--- config.mk ---
export PLATFORM = sky130hd
export DESIGN_NAME = sar_adc_sequencer
export DESIGN_NICKNAME = d
export VERILOG_FILES = /design/src/sar_adc_pkg.sv /design/src/adc_clock_div.sv /design/src/sar_adc_sequencer.sv
export SDC_FILE = /design/constraint.sdc
export NUM_CORES = 1
export LEC_CHECK = 0
export ABC_AREA = 0
export BUFFER_PORTS_ARGS = -buffer_cell sky130_fd_sc_hd__buf_2
export CAP_MARGIN = 20
export CORE_MARGIN = 3
export CORE_UTILIZATION = 55
export DETAILED_ROUTE_END_ITERATION = 10
export PLACE_DENSITY = 0.82
export SLEW_MARGIN = 20
export SYNTH_ARGS = -nofsm -noshare
export SYNTH_HDL_FRONTEND = slang
export SYNTH_HIERARCHICAL = 1
export SYNTH_SLANG_ARGS = --single-unit
--- constraint.sdc ---
create_clock -name core_clk -period 5 [get_ports core_clk]
set_input_delay 1 -clock core_clk [delete_from_list [all_inputs] [get_ports core_clk]]
set_output_delay 1 -clock core_clk [all_outputs]
set_load 0.005 [all_outputs]
--- src/sar_adc_pkg.sv ---
package sar_adc_pkg;
    // register offsets (byte addresses on the plain port)
    localparam logic [7:0] ADDR_CTRL = 8'h00;
    localparam logic [7:0] ADDR_STATUS = 8'h04;
    localparam logic [7:0] ADDR_RESULT = 8'h08;
    localparam logic [7:0] ADDR_INJECT = 8'h0C;
    localparam logic [7:0] ADDR_DIGDIS = 8'h10;
    localparam logic [7:0] ADDR_PORTIN = 8'h14;
    localparam logic [7:0] ADDR_TIMING = 8'h18;
    // control field positions
    localparam int CTRL_START = 0;
    localparam int CTRL_MODE_LO = 1;
    localparam int CTRL_MODE_HI = 2;
    localparam int CTRL_WAIT_READ = 3;
    localparam int CTRL_EIGHT_BIT = 4;
    localparam int CTRL_IMPROVED = 5;
    localparam int CTRL_CHAN_LO = 8;
    localparam int CTRL_CHAN_HI = 11;
    localparam int CTRL_STC_LO = 12;
    localparam int CTRL_STC_HI = 13;
    localparam int CTRL_CTC_LO = 14;
    localparam int CTRL_CTC_HI = 15;
    localparam int INJ_CHAN_LO = 0;
    localparam int INJ_CHAN_HI = 3;
    localparam int TIM_SAMPLE_LO = 0;
    localparam int TIM_SAMPLE_HI = 7;
    localparam int TIM_DIV_LO = 8;
    localparam int TIM_DIV_HI = 15;
    // reset values
    localparam logic [15:0] CTRL_RESET = 16'h0000;
    localparam logic [15:0] TIMING_RESET = 16'h0310;
    localparam logic [13:0] DIGDIS_RESET = 14'h0000;
    // timing counts in basic clock periods, except TAIL_SYS in system clocks
    localparam int CAL_BC = 12;
    localparam int STEP_BC = 4;
    localparam int TAIL_SYS = 6;
    localparam int STARTUP_CAL_BC = 64;

    typedef enum logic [1:0] {
        MODE_SINGLE, MODE_SINGLE_CONT, MODE_SCAN, MODE_SCAN_CONT
    } conv_mode_t;

    typedef enum {
        ST_STARTUP, ST_IDLE, ST_SAMPLE, ST_CONVERT, ST_CAL, ST_TAIL,
        ST_HOLD
    } seq_state_t;

    // register bus request from software
    typedef struct packed {
        logic [7:0] addr;
        logic [15:0] wdata;
        logic wr;
        logic rd;
    } reg_req_t;

    // analog front end commands
    typedef struct packed {
        logic power_on;
        logic sample;
        logic [3:0] chan;
        logic [9:0] dac;
    } afe_ctrl_t;
endpackage

--- src/adc_clock_div.sv ---
`timescale 1ns/1ns
`default_nettype none
module adc_clock_div
    import sar_adc_pkg::*;
(
    // clock and reset
    input wire logic core_clk,
    input wire logic srst,
    // settings
    input wire logic improved,
    input wire logic [1:0] basic_clock_select,
    input wire logic [7:0] div_value,
    input wire logic run,
    // basic clock tick
    output logic tick
);
    typedef struct packed {
        logic [7:0] cnt;
        logic tick;
    } div_state_t;

    div_state_t st, next_st;
    logic [7:0] limit;

    // compat codes 00:/4 01:/2 10:/16 11:/8, improved takes div_value+1
    always_comb begin
        case (basic_clock_select)
            2'h0: limit = 8'h03;
            2'h1: limit = 8'h01;
            2'h2: limit = 8'h0F;
            default: limit = 8'h07;
        endcase
        if (improved) begin
            limit = div_value;
        end
    end

    // counter held in reset while the converter sleeps, saves power
    always_comb begin
        next_st = st;
        next_st.tick = 1'b0;
        if (!run) begin
            next_st.cnt = 8'h00;
        end else if (st.cnt >= limit) begin
            next_st.cnt = 8'h00;
            next_st.tick = 1'b1;
        end else begin
            next_st.cnt = st.cnt + 8'h01;
        end
    end

    always_ff @(posedge core_clk) begin
        if (srst) begin
            st <= '0;
        end else begin
            st <= next_st;
        end
    end

    assign tick = st.tick;
endmodule
`default_nettype wire

--- src/sar_adc_sequencer.sv ---
// Operation
// - convert one of 14 channels to 10 bits via sample and hold
// - successive approximation, one bit per step, MSB first
// - software sets sample and conversion time, two timing schemes
// - optional 8-bit mode finishing in fewer cycles
// - overrun flag raised when unread result is overwritten
// - wait-for-read option holds next conversion until result read
// - single mode converts chosen channel once then stops
// - single continuous mode repeats chosen channel endlessly
// - scan mode converts configured channels downward once each
// - scan continuous restarts the sequence after every pass
// - injected channel inserted, interrupted sequence resumes intact
// - each result raises a transfer request for the event controller
// - calibration runs after reset and during operation
// - calibration sits inside conversion cycle, invisible to software
// - one digital-disable bit per analog pin
// - unused channels readable as digital inputs
// - converter powered down when no conversion runs
// - compat basic clock 00 /4, 01 /2, 10 /16, 11 /8
// - compat sample time 8, 16, 32, 64 basic clocks
`timescale 1ns/1ns
`default_nettype none
module sar_adc_sequencer
    import sar_adc_pkg::*;
#(
    parameter int NUM_CHAN = 14,
    parameter int RES_BITS = 10
) (
    // clock and reset
    input wire logic core_clk,
    input wire logic srst,
    // register port
    input wire reg_req_t reg_req,
    output logic [15:0] rdata,
    // analog front end
    output afe_ctrl_t afe,
    input wire logic comp_in,
    // channel pins, digital side
    input wire logic [NUM_CHAN-1:0] pin_in,
    output logic [NUM_CHAN-1:0] analog_pin_digital_disable,
    // events
    output logic busy,
    output logic conv_done,
    output logic transfer_req
);
    initial begin
        if (NUM_CHAN < 1 || NUM_CHAN > 16 || RES_BITS != 10) begin
            $error("sar_adc_sequencer: unsupported parameters");
        end
    end

    typedef struct packed {
        seq_state_t fsm;
        logic [15:0] ctrl;
        logic [15:0] timing;
        logic [13:0] digdis;
        logic [9:0] result;
        logic [3:0] res_chan;
        logic res_inj;
        logic res_valid;
        logic overrun;
        logic [3:0] cur_chan;
        logic [3:0] seq_chan;
        logic cur_inj;
        logic inj_pend;
        logic [3:0] inj_chan;
        logic [9:0] sar;
        logic [3:0] bit_idx;
        logic [7:0] bc_cnt;
        logic [9:0] cal_trim;
        logic [2:0] tail_cnt;
        logic busy;
        logic done;
        logic xfer;
        logic [15:0] rdata;
        logic [41:0] pin_sync;
        logic [13:0] pin_val;
        afe_ctrl_t afe_out;
    } seq_state_all_t;

    seq_state_all_t st, next_st;
    logic tick;
    logic running;
    conv_mode_t mode;
    logic eight;
    logic [7:0] sample_len;
    logic [3:0] last_bit;

    // sample time: compat code, or improved count from timing register
    function automatic logic [7:0] sample_bc(input logic imp,
            input logic [1:0] code, input logic [7:0] cnt);
        if (imp) begin
            return cnt;
        end
        case (code)
            2'h0: return 8'h08;
            2'h1: return 8'h10;
            2'h2: return 8'h20;
            default: return 8'h40;
        endcase
    endfunction

    assign mode = conv_mode_t'(st.ctrl[CTRL_MODE_HI:CTRL_MODE_LO]);
    assign eight = st.ctrl[CTRL_EIGHT_BIT];
    assign sample_len = sample_bc(st.ctrl[CTRL_IMPROVED],
        st.ctrl[CTRL_STC_HI:CTRL_STC_LO],
        st.timing[TIM_SAMPLE_HI:TIM_SAMPLE_LO]);
    assign last_bit = eight ? 4'h2 : 4'h0;
    assign running = st.fsm != ST_IDLE && st.fsm != ST_HOLD;

    adc_clock_div u_div (
        .core_clk(core_clk),
        .srst(srst),
        .improved(st.ctrl[CTRL_IMPROVED]),
        .basic_clock_select(st.ctrl[CTRL_CTC_HI:CTRL_CTC_LO]),
        .div_value(st.timing[TIM_DIV_HI:TIM_DIV_LO]),
        .run(running),
        .tick(tick)
    );

    always_comb begin
        logic rd_result;
        logic finish;
        rd_result = reg_req.rd && reg_req.addr == ADDR_RESULT;
        finish = 1'b0;
        next_st = st;
        next_st.done = 1'b0;
        next_st.xfer = 1'b0;
        // pins pass three flops; a change counts when stages 2 and 3 agree
        next_st.pin_sync = {st.pin_sync[27:0], 14'(pin_in)};
        for (int i = 0; i < NUM_CHAN; i++) begin
            if (st.pin_sync[14+i] == st.pin_sync[28+i]) begin
                next_st.pin_val[i] = st.pin_sync[28+i];
            end
        end

        // register writes
        if (reg_req.wr) begin
            case (reg_req.addr)
                ADDR_CTRL: next_st.ctrl = reg_req.wdata;
                ADDR_TIMING: next_st.timing = reg_req.wdata;
                ADDR_DIGDIS: next_st.digdis = reg_req.wdata[13:0];
                ADDR_INJECT: begin
                    next_st.inj_pend = 1'b1;
                    next_st.inj_chan = reg_req.wdata[INJ_CHAN_HI:INJ_CHAN_LO];
                end
                ADDR_STATUS: begin
                    if (reg_req.wdata[1]) begin
                        next_st.overrun = 1'b0;
                    end
                end
                default: ;
            endcase
        end
        // reading the result frees it
        if (rd_result) begin
            next_st.res_valid = 1'b0;
        end

        // register reads, answered one cycle later
        case (reg_req.addr)
            ADDR_CTRL: next_st.rdata = st.ctrl;
            ADDR_STATUS: next_st.rdata = {8'h00, st.inj_pend, 3'h0,
                st.res_inj, st.res_valid, st.overrun, st.busy};
            ADDR_RESULT: next_st.rdata = {st.res_chan, 2'h0, st.result};
            ADDR_INJECT: next_st.rdata = {12'h000, st.inj_chan};
            ADDR_DIGDIS: next_st.rdata = {2'h0, st.digdis};
            ADDR_PORTIN: next_st.rdata = {2'h0, st.pin_val & ~st.digdis};
            ADDR_TIMING: next_st.rdata = st.timing;
            default: next_st.rdata = 16'h0000;
        endcase
        if (!reg_req.rd) begin
            next_st.rdata = 16'h0000;
        end

        case (st.fsm)
            // power-on calibration before first conversion
            ST_STARTUP: begin
                if (tick) begin
                    next_st.bc_cnt = st.bc_cnt + 8'h01;
                    next_st.cal_trim = st.cal_trim + 10'h001;
                    if (st.bc_cnt == 8'(STARTUP_CAL_BC - 1)) begin
                        next_st.fsm = ST_IDLE;
                        next_st.bc_cnt = 8'h00;
                    end
                end
            end
            ST_IDLE: begin
                if (st.inj_pend) begin
                    next_st.cur_chan = st.inj_chan;
                    next_st.cur_inj = 1'b1;
                    next_st.inj_pend = reg_req.wr
                        && reg_req.addr == ADDR_INJECT; // new write wins
                    next_st.fsm = ST_SAMPLE;
                end else if (st.ctrl[CTRL_START]) begin
                    next_st.cur_chan = st.ctrl[CTRL_CHAN_HI:CTRL_CHAN_LO];
                    next_st.seq_chan = st.ctrl[CTRL_CHAN_HI:CTRL_CHAN_LO];
                    next_st.cur_inj = 1'b0;
                    next_st.fsm = ST_SAMPLE;
                end
            end
            ST_SAMPLE: begin
                next_st.busy = 1'b1;
                if (tick) begin
                    next_st.bc_cnt = st.bc_cnt + 8'h01;
                    if (st.bc_cnt == sample_len - 8'h01) begin
                        next_st.bc_cnt = 8'h00;
                        next_st.fsm = ST_CONVERT;
                        next_st.bit_idx = 4'h9;
                        next_st.sar = 10'h200;
                    end
                end
            end
            // each step sets the trial bit, comparator decides keep
            ST_CONVERT: begin
                if (tick) begin
                    next_st.bc_cnt = st.bc_cnt + 8'h01;
                    if (st.bc_cnt == 8'(STEP_BC - 1)) begin
                        next_st.bc_cnt = 8'h00;
                        if (!comp_in) begin
                            next_st.sar[st.bit_idx] = 1'b0;
                        end
                        if (st.bit_idx == last_bit) begin
                            next_st.fsm = ST_CAL;
                        end else begin
                            next_st.bit_idx = st.bit_idx - 4'h1;
                            next_st.sar[st.bit_idx - 4'h1] = 1'b1;
                        end
                    end
                end
            end
            // fixed calibration slot, same length every time
            ST_CAL: begin
                if (tick) begin
                    next_st.bc_cnt = st.bc_cnt + 8'h01;
                    if (st.bc_cnt == 8'(CAL_BC - 1)) begin
                        next_st.bc_cnt = 8'h00;
                        next_st.cal_trim = st.cal_trim + 10'h001;
                        next_st.fsm = ST_TAIL;
                    end
                end
            end
            ST_TAIL: begin
                next_st.tail_cnt = st.tail_cnt + 3'h1;
                if (st.tail_cnt == 3'(TAIL_SYS - 1)) begin
                    next_st.tail_cnt = 3'h0;
                    if (st.ctrl[CTRL_WAIT_READ] && st.res_valid
                            && !rd_result) begin
                        next_st.fsm = ST_HOLD;
                    end else begin
                        finish = 1'b1;
                    end
                end
            end
            // unread result blocks the write until software reads it
            ST_HOLD: begin
                if (!st.res_valid || rd_result) begin
                    finish = 1'b1;
                end
            end
            default: next_st.fsm = ST_IDLE;
        endcase

        if (finish) begin
            next_st.result = eight ? {2'h0, st.sar[9:2]} : st.sar;
            next_st.res_chan = st.cur_chan;
            next_st.res_inj = st.cur_inj;
            next_st.res_valid = 1'b1;
            next_st.done = 1'b1;
            next_st.xfer = 1'b1;
            next_st.fsm = ST_IDLE;
            next_st.busy = 1'b0; // low in the result cycle, rises in sample
            if (st.cur_inj) begin // resume the interrupted sequence
                if (st.ctrl[CTRL_START]) begin
                    next_st.cur_chan = st.seq_chan;
                    next_st.cur_inj = 1'b0;
                    next_st.fsm = ST_SAMPLE;
                end
            end else begin
                case (mode)
                    MODE_SINGLE: next_st.ctrl[CTRL_START] = 1'b0;
                    MODE_SINGLE_CONT: next_st.fsm = ST_SAMPLE;
                    MODE_SCAN, MODE_SCAN_CONT: begin
                        if (st.seq_chan != 4'h0) begin
                            next_st.seq_chan = st.seq_chan - 4'h1;
                            next_st.fsm = ST_SAMPLE;
                        end else if (mode == MODE_SCAN_CONT) begin
                            next_st.seq_chan =
                                st.ctrl[CTRL_CHAN_HI:CTRL_CHAN_LO];
                            next_st.fsm = ST_SAMPLE;
                        end else begin
                            next_st.ctrl[CTRL_START] = 1'b0;
                        end
                    end
                    default: next_st.ctrl[CTRL_START] = 1'b0;
                endcase
                if (st.inj_pend) begin
                    next_st.fsm = ST_IDLE; // injection taken next cycle
                end
                if (next_st.fsm == ST_SAMPLE && mode != MODE_SINGLE_CONT) begin
                    next_st.cur_chan = next_st.seq_chan;
                end
            end
        end
        // set wins over the clear
        if (finish && st.res_valid && !rd_result) begin
            next_st.overrun = 1'b1;
        end
        // front end lines registered; dac shows the trim in the cal slot
        next_st.afe_out.power_on = running;
        next_st.afe_out.sample = st.fsm == ST_SAMPLE;
        next_st.afe_out.chan = st.cur_chan;
        next_st.afe_out.dac = st.fsm == ST_CAL ? st.cal_trim : st.sar;
    end

    always_ff @(posedge core_clk) begin
        if (srst) begin
            st <= '0;
            st.fsm <= ST_STARTUP;
            st.ctrl <= CTRL_RESET;
            st.timing <= TIMING_RESET;
            st.digdis <= DIGDIS_RESET;
            st.afe_out.power_on <= 1'b1;
        end else begin
            st <= next_st;
        end
    end

    // outputs straight from state flops; power only while running
    assign rdata = st.rdata;
    assign afe = st.afe_out;
    assign analog_pin_digital_disable = NUM_CHAN'(st.digdis);
    assign busy = st.busy;
    assign conv_done = st.done;
    assign transfer_req = st.xfer;
endmodule
`default_nettype wire

==> run metrics <==
Ys Warns=6; Nets=between 1k and 1.5k; worst reg2reg path depth=7; Worst Hold Path EP=next_st[71]; post-cts resize count=0; H-tree levels=1; HPWL after detailed placement=17540 um; Worst setup SP type=register; # rows=48; # Max-Cap Violations=0; total grt overflow=0; Post-synth EDFFs=0; WL per Instance=between 15 and 20 um; Critical Path Stages=7; Worst Path Required=5.35 ns; Worst-Margin Slew=just under 1 ns; most common library cells after synthesis=214 x dfxtp_1, 205 x nand2_1, 129 x a21oi_1, 78 x nor2_1, 61 x nor2b_1; Worst-Skew Late Latency=about 0.51 ns; largest net degree at the start of global routing=88; fmax=~0.29 GHz; CTS tree=yes; Crit path buffers/inverters=0; Synth cell types=73; Sink Count=~210; peak supply drop=roughly 0.32 mV; register area=approximately 4300 um2; P_leak=0.003943 uW; Longest Clk Path Bufs=3; dpl cells=between 1k and 1.5k; DR pass1 iterations=7; die area=about 20000 um2; critical path's slowest cell=dfxtp_1; fillers=around 1.5k; Num CTS Buffers=22; Root Buffer=clkbuf_16; Post-synth ARST share=0%; min cycle time layout=around 3.5 ns; sequential area share after synthesis=between 40% and 50%; Final Skew=around 0.019 ns; Synth area leaders=dfxtp_1 43%, nand2_1 7.7%, a21oi_1 6.5%; Final Cycle Share=between 60% and 70%; CP Cell Sequence=and4b_4, a211oi_2, or4b_1, o211a_1, or4_1, nand4_1, o311ai_0; vias in the first global route=~7.9k; Tot Pwr=between 3000 and 4000 uW; status=finished, final reports clean; vias per cell=6.021; Post-CTS Hold Buffers=0; crit path from=st[192]; Yosys top cell area share=between 40% and 50%; ys flop type=dfxtp_1; P&R area growth vs syn=8.980%; Cells after Synth=1190; Die Wd=140.5 um; Rel. slew slack=roughly a third; # IOs=92; routed via count=8622; reg2reg end=st[110]; Hold Crit Depth=1; setup bufs post-CTS=0; Synth area leader=dfxtp_1; syn nets=1251; PnR worst setup slack=between 1.5 and 2 ns; core footprint=around 17000 um2; Min Hold Slack=between 0.4 and 0.5 ns; # diodes=0; first-pass GRT wire length=roughly 40000 um; Final Hold Viols=0; Slew Limit Fails=0; ratio of cells with drive above 1 in the final layout=approximately an eighth; internal reg-to-reg setup slack=roughly 1.5 ns; initial antenna violation count=0; most common cell in the netlist=dfxtp_1; power per cell area=between 300 and 400 nW/um2; Clock transition at path regs=approximately 0.060 ns; Top Family by Delay on Critical Path=simple AND/OR/NAND/NOR gates; DRT antenna net count=0; critical path type=reg2reg; final WL=~25000 um; multi-input logic area=roughly 4900 um2; setup TNS=0 ns; Syn Std Cell Area=9948 um2; r2r startpoint=st[192]; Hold Crit Class=reg2reg; die height=approximately 140 um; synthesized flop and latch total=roughly 210; Critical Path AT=between 3 and 4 ns; CP Max Fanout=30; Worst Hold Launch=next_st[57]; crit-path max cell delay=approximately 0.95 ns; initial drt markers=between 900 and 1k; CP endpoint kind=register; All-Layer GR Usage=24.43%; dpl ws=approximately 1.2 ns; final instance count without filler cells=~1.4k; Port Buffers=between 90 and 100; Starting Density=a little under three fifths; final count of negative-setup-slack endpoints=0; global placement routability congestion=0.9524; RSZ-0062 raised after global routing=false; Syn Area/Cell=between 8 and 9 um2; DRC Markers=0
-- cell families after synthesis --
group	after synthesis	share of synthesized area, %
and+or+nand+nor	473	23.32
AOI/OAI and AO/OA	285	18.54
adders and majority gates	18	2.264
xor gates and xnor gates	26	2.289
DFF	214	43.06
buffers and inverters	145	7.596
muxes	29	2.930
-- how the worst max path moves through the flow --
stage          slack (ns)  endpoint
4_1_cts              1.56   st[110]
6_report             1.52   st[110]
3_3_place_gp         1.30   st[187]
3_5_place_dp         1.18   st[187]
2_1_floorplan        2.00     eight
5_1_grt              1.31   st[107]
-- area by class of cell --
class | count | share of cell area (%)
clock buffer | 28 | 5.759
sequential | 214 | 39.52
clock inverter | 12 | 1.385
timing repair buffer | 96 | 4.570
multi-input combinational | 831 | 45.27
tap | 225 | 2.597
inverter | 26 | 0.9002
-- layer usage --
layer	global-route usage [%]	share of wire [%]	wire length (um)	vias to the layer above
met5	0	0	0	-
met3	5.360	9.3	2325	56
met2	39.09	47	11650	406
met1	33.29	42	10390	4033
li1	-	-	-	4127
met4	7.190	2.6	650	0
-- worst register-to-register path, delay by kind of cell, from the launching register on --
kind            cells  cell delay, ns
simple gates        4            1.80
flops               1            0.95
compound gates      3            0.58
-- power breakdown --
group	leakage [uW]	switching [uW]	internal, uW	total [uW]
registers	0.00173	34.5	1740	1770
logic	0.00183	123	72.6	196
clock network	0.000380	690	1050	1740
-- flip-flops by register name, indices dropped and copies added (netlist names) --
| register | flops |
|---|---|
| afe | 16 |
| analog_pin_digital_disable | 14 |
| busy | 1 |
| conv_done | 1 |
| eight | 1 |
| mode | 2 |
| next_st | 32 |
| rdata | 16 |
| st | 122 |
| u_div/st | 8 |
| u_div/tick | 1 |
-- placed cells by master, fill, tap and decap left out, types with 8 or more instances in the layout --
master	instances
nand2_1	205
xor2_1	14
a222oi_1	9
a21oi_1	129
nor3_1	12
nand4_1	18
nand3b_1	8
dfxtp_1	214
a22oi_1	11
and2_1	10
buf_2	90
nor2_1	78
inv_1	25
nor2b_1	61
ha_1	18
and3_1	9
clkbuf_16	23
nand3_1	16
a211oi_1	14
a221oi_1	8
a31oi_1	10
o21ai_0	37
xnor2_1	12
mux2i_1	28
or3_1	9
-- through the flow --
stage | utilization (%) | cell area, um2
after floorplan | - | 9948
after global placement | 57.60 | 10070
after detailed placement | 57.60 | 10070
after CTS | 62.03 | 10840
after global routing | 62.03 | 10840
final | 62.03 | 10840
(Power assumes the default switching activity.)
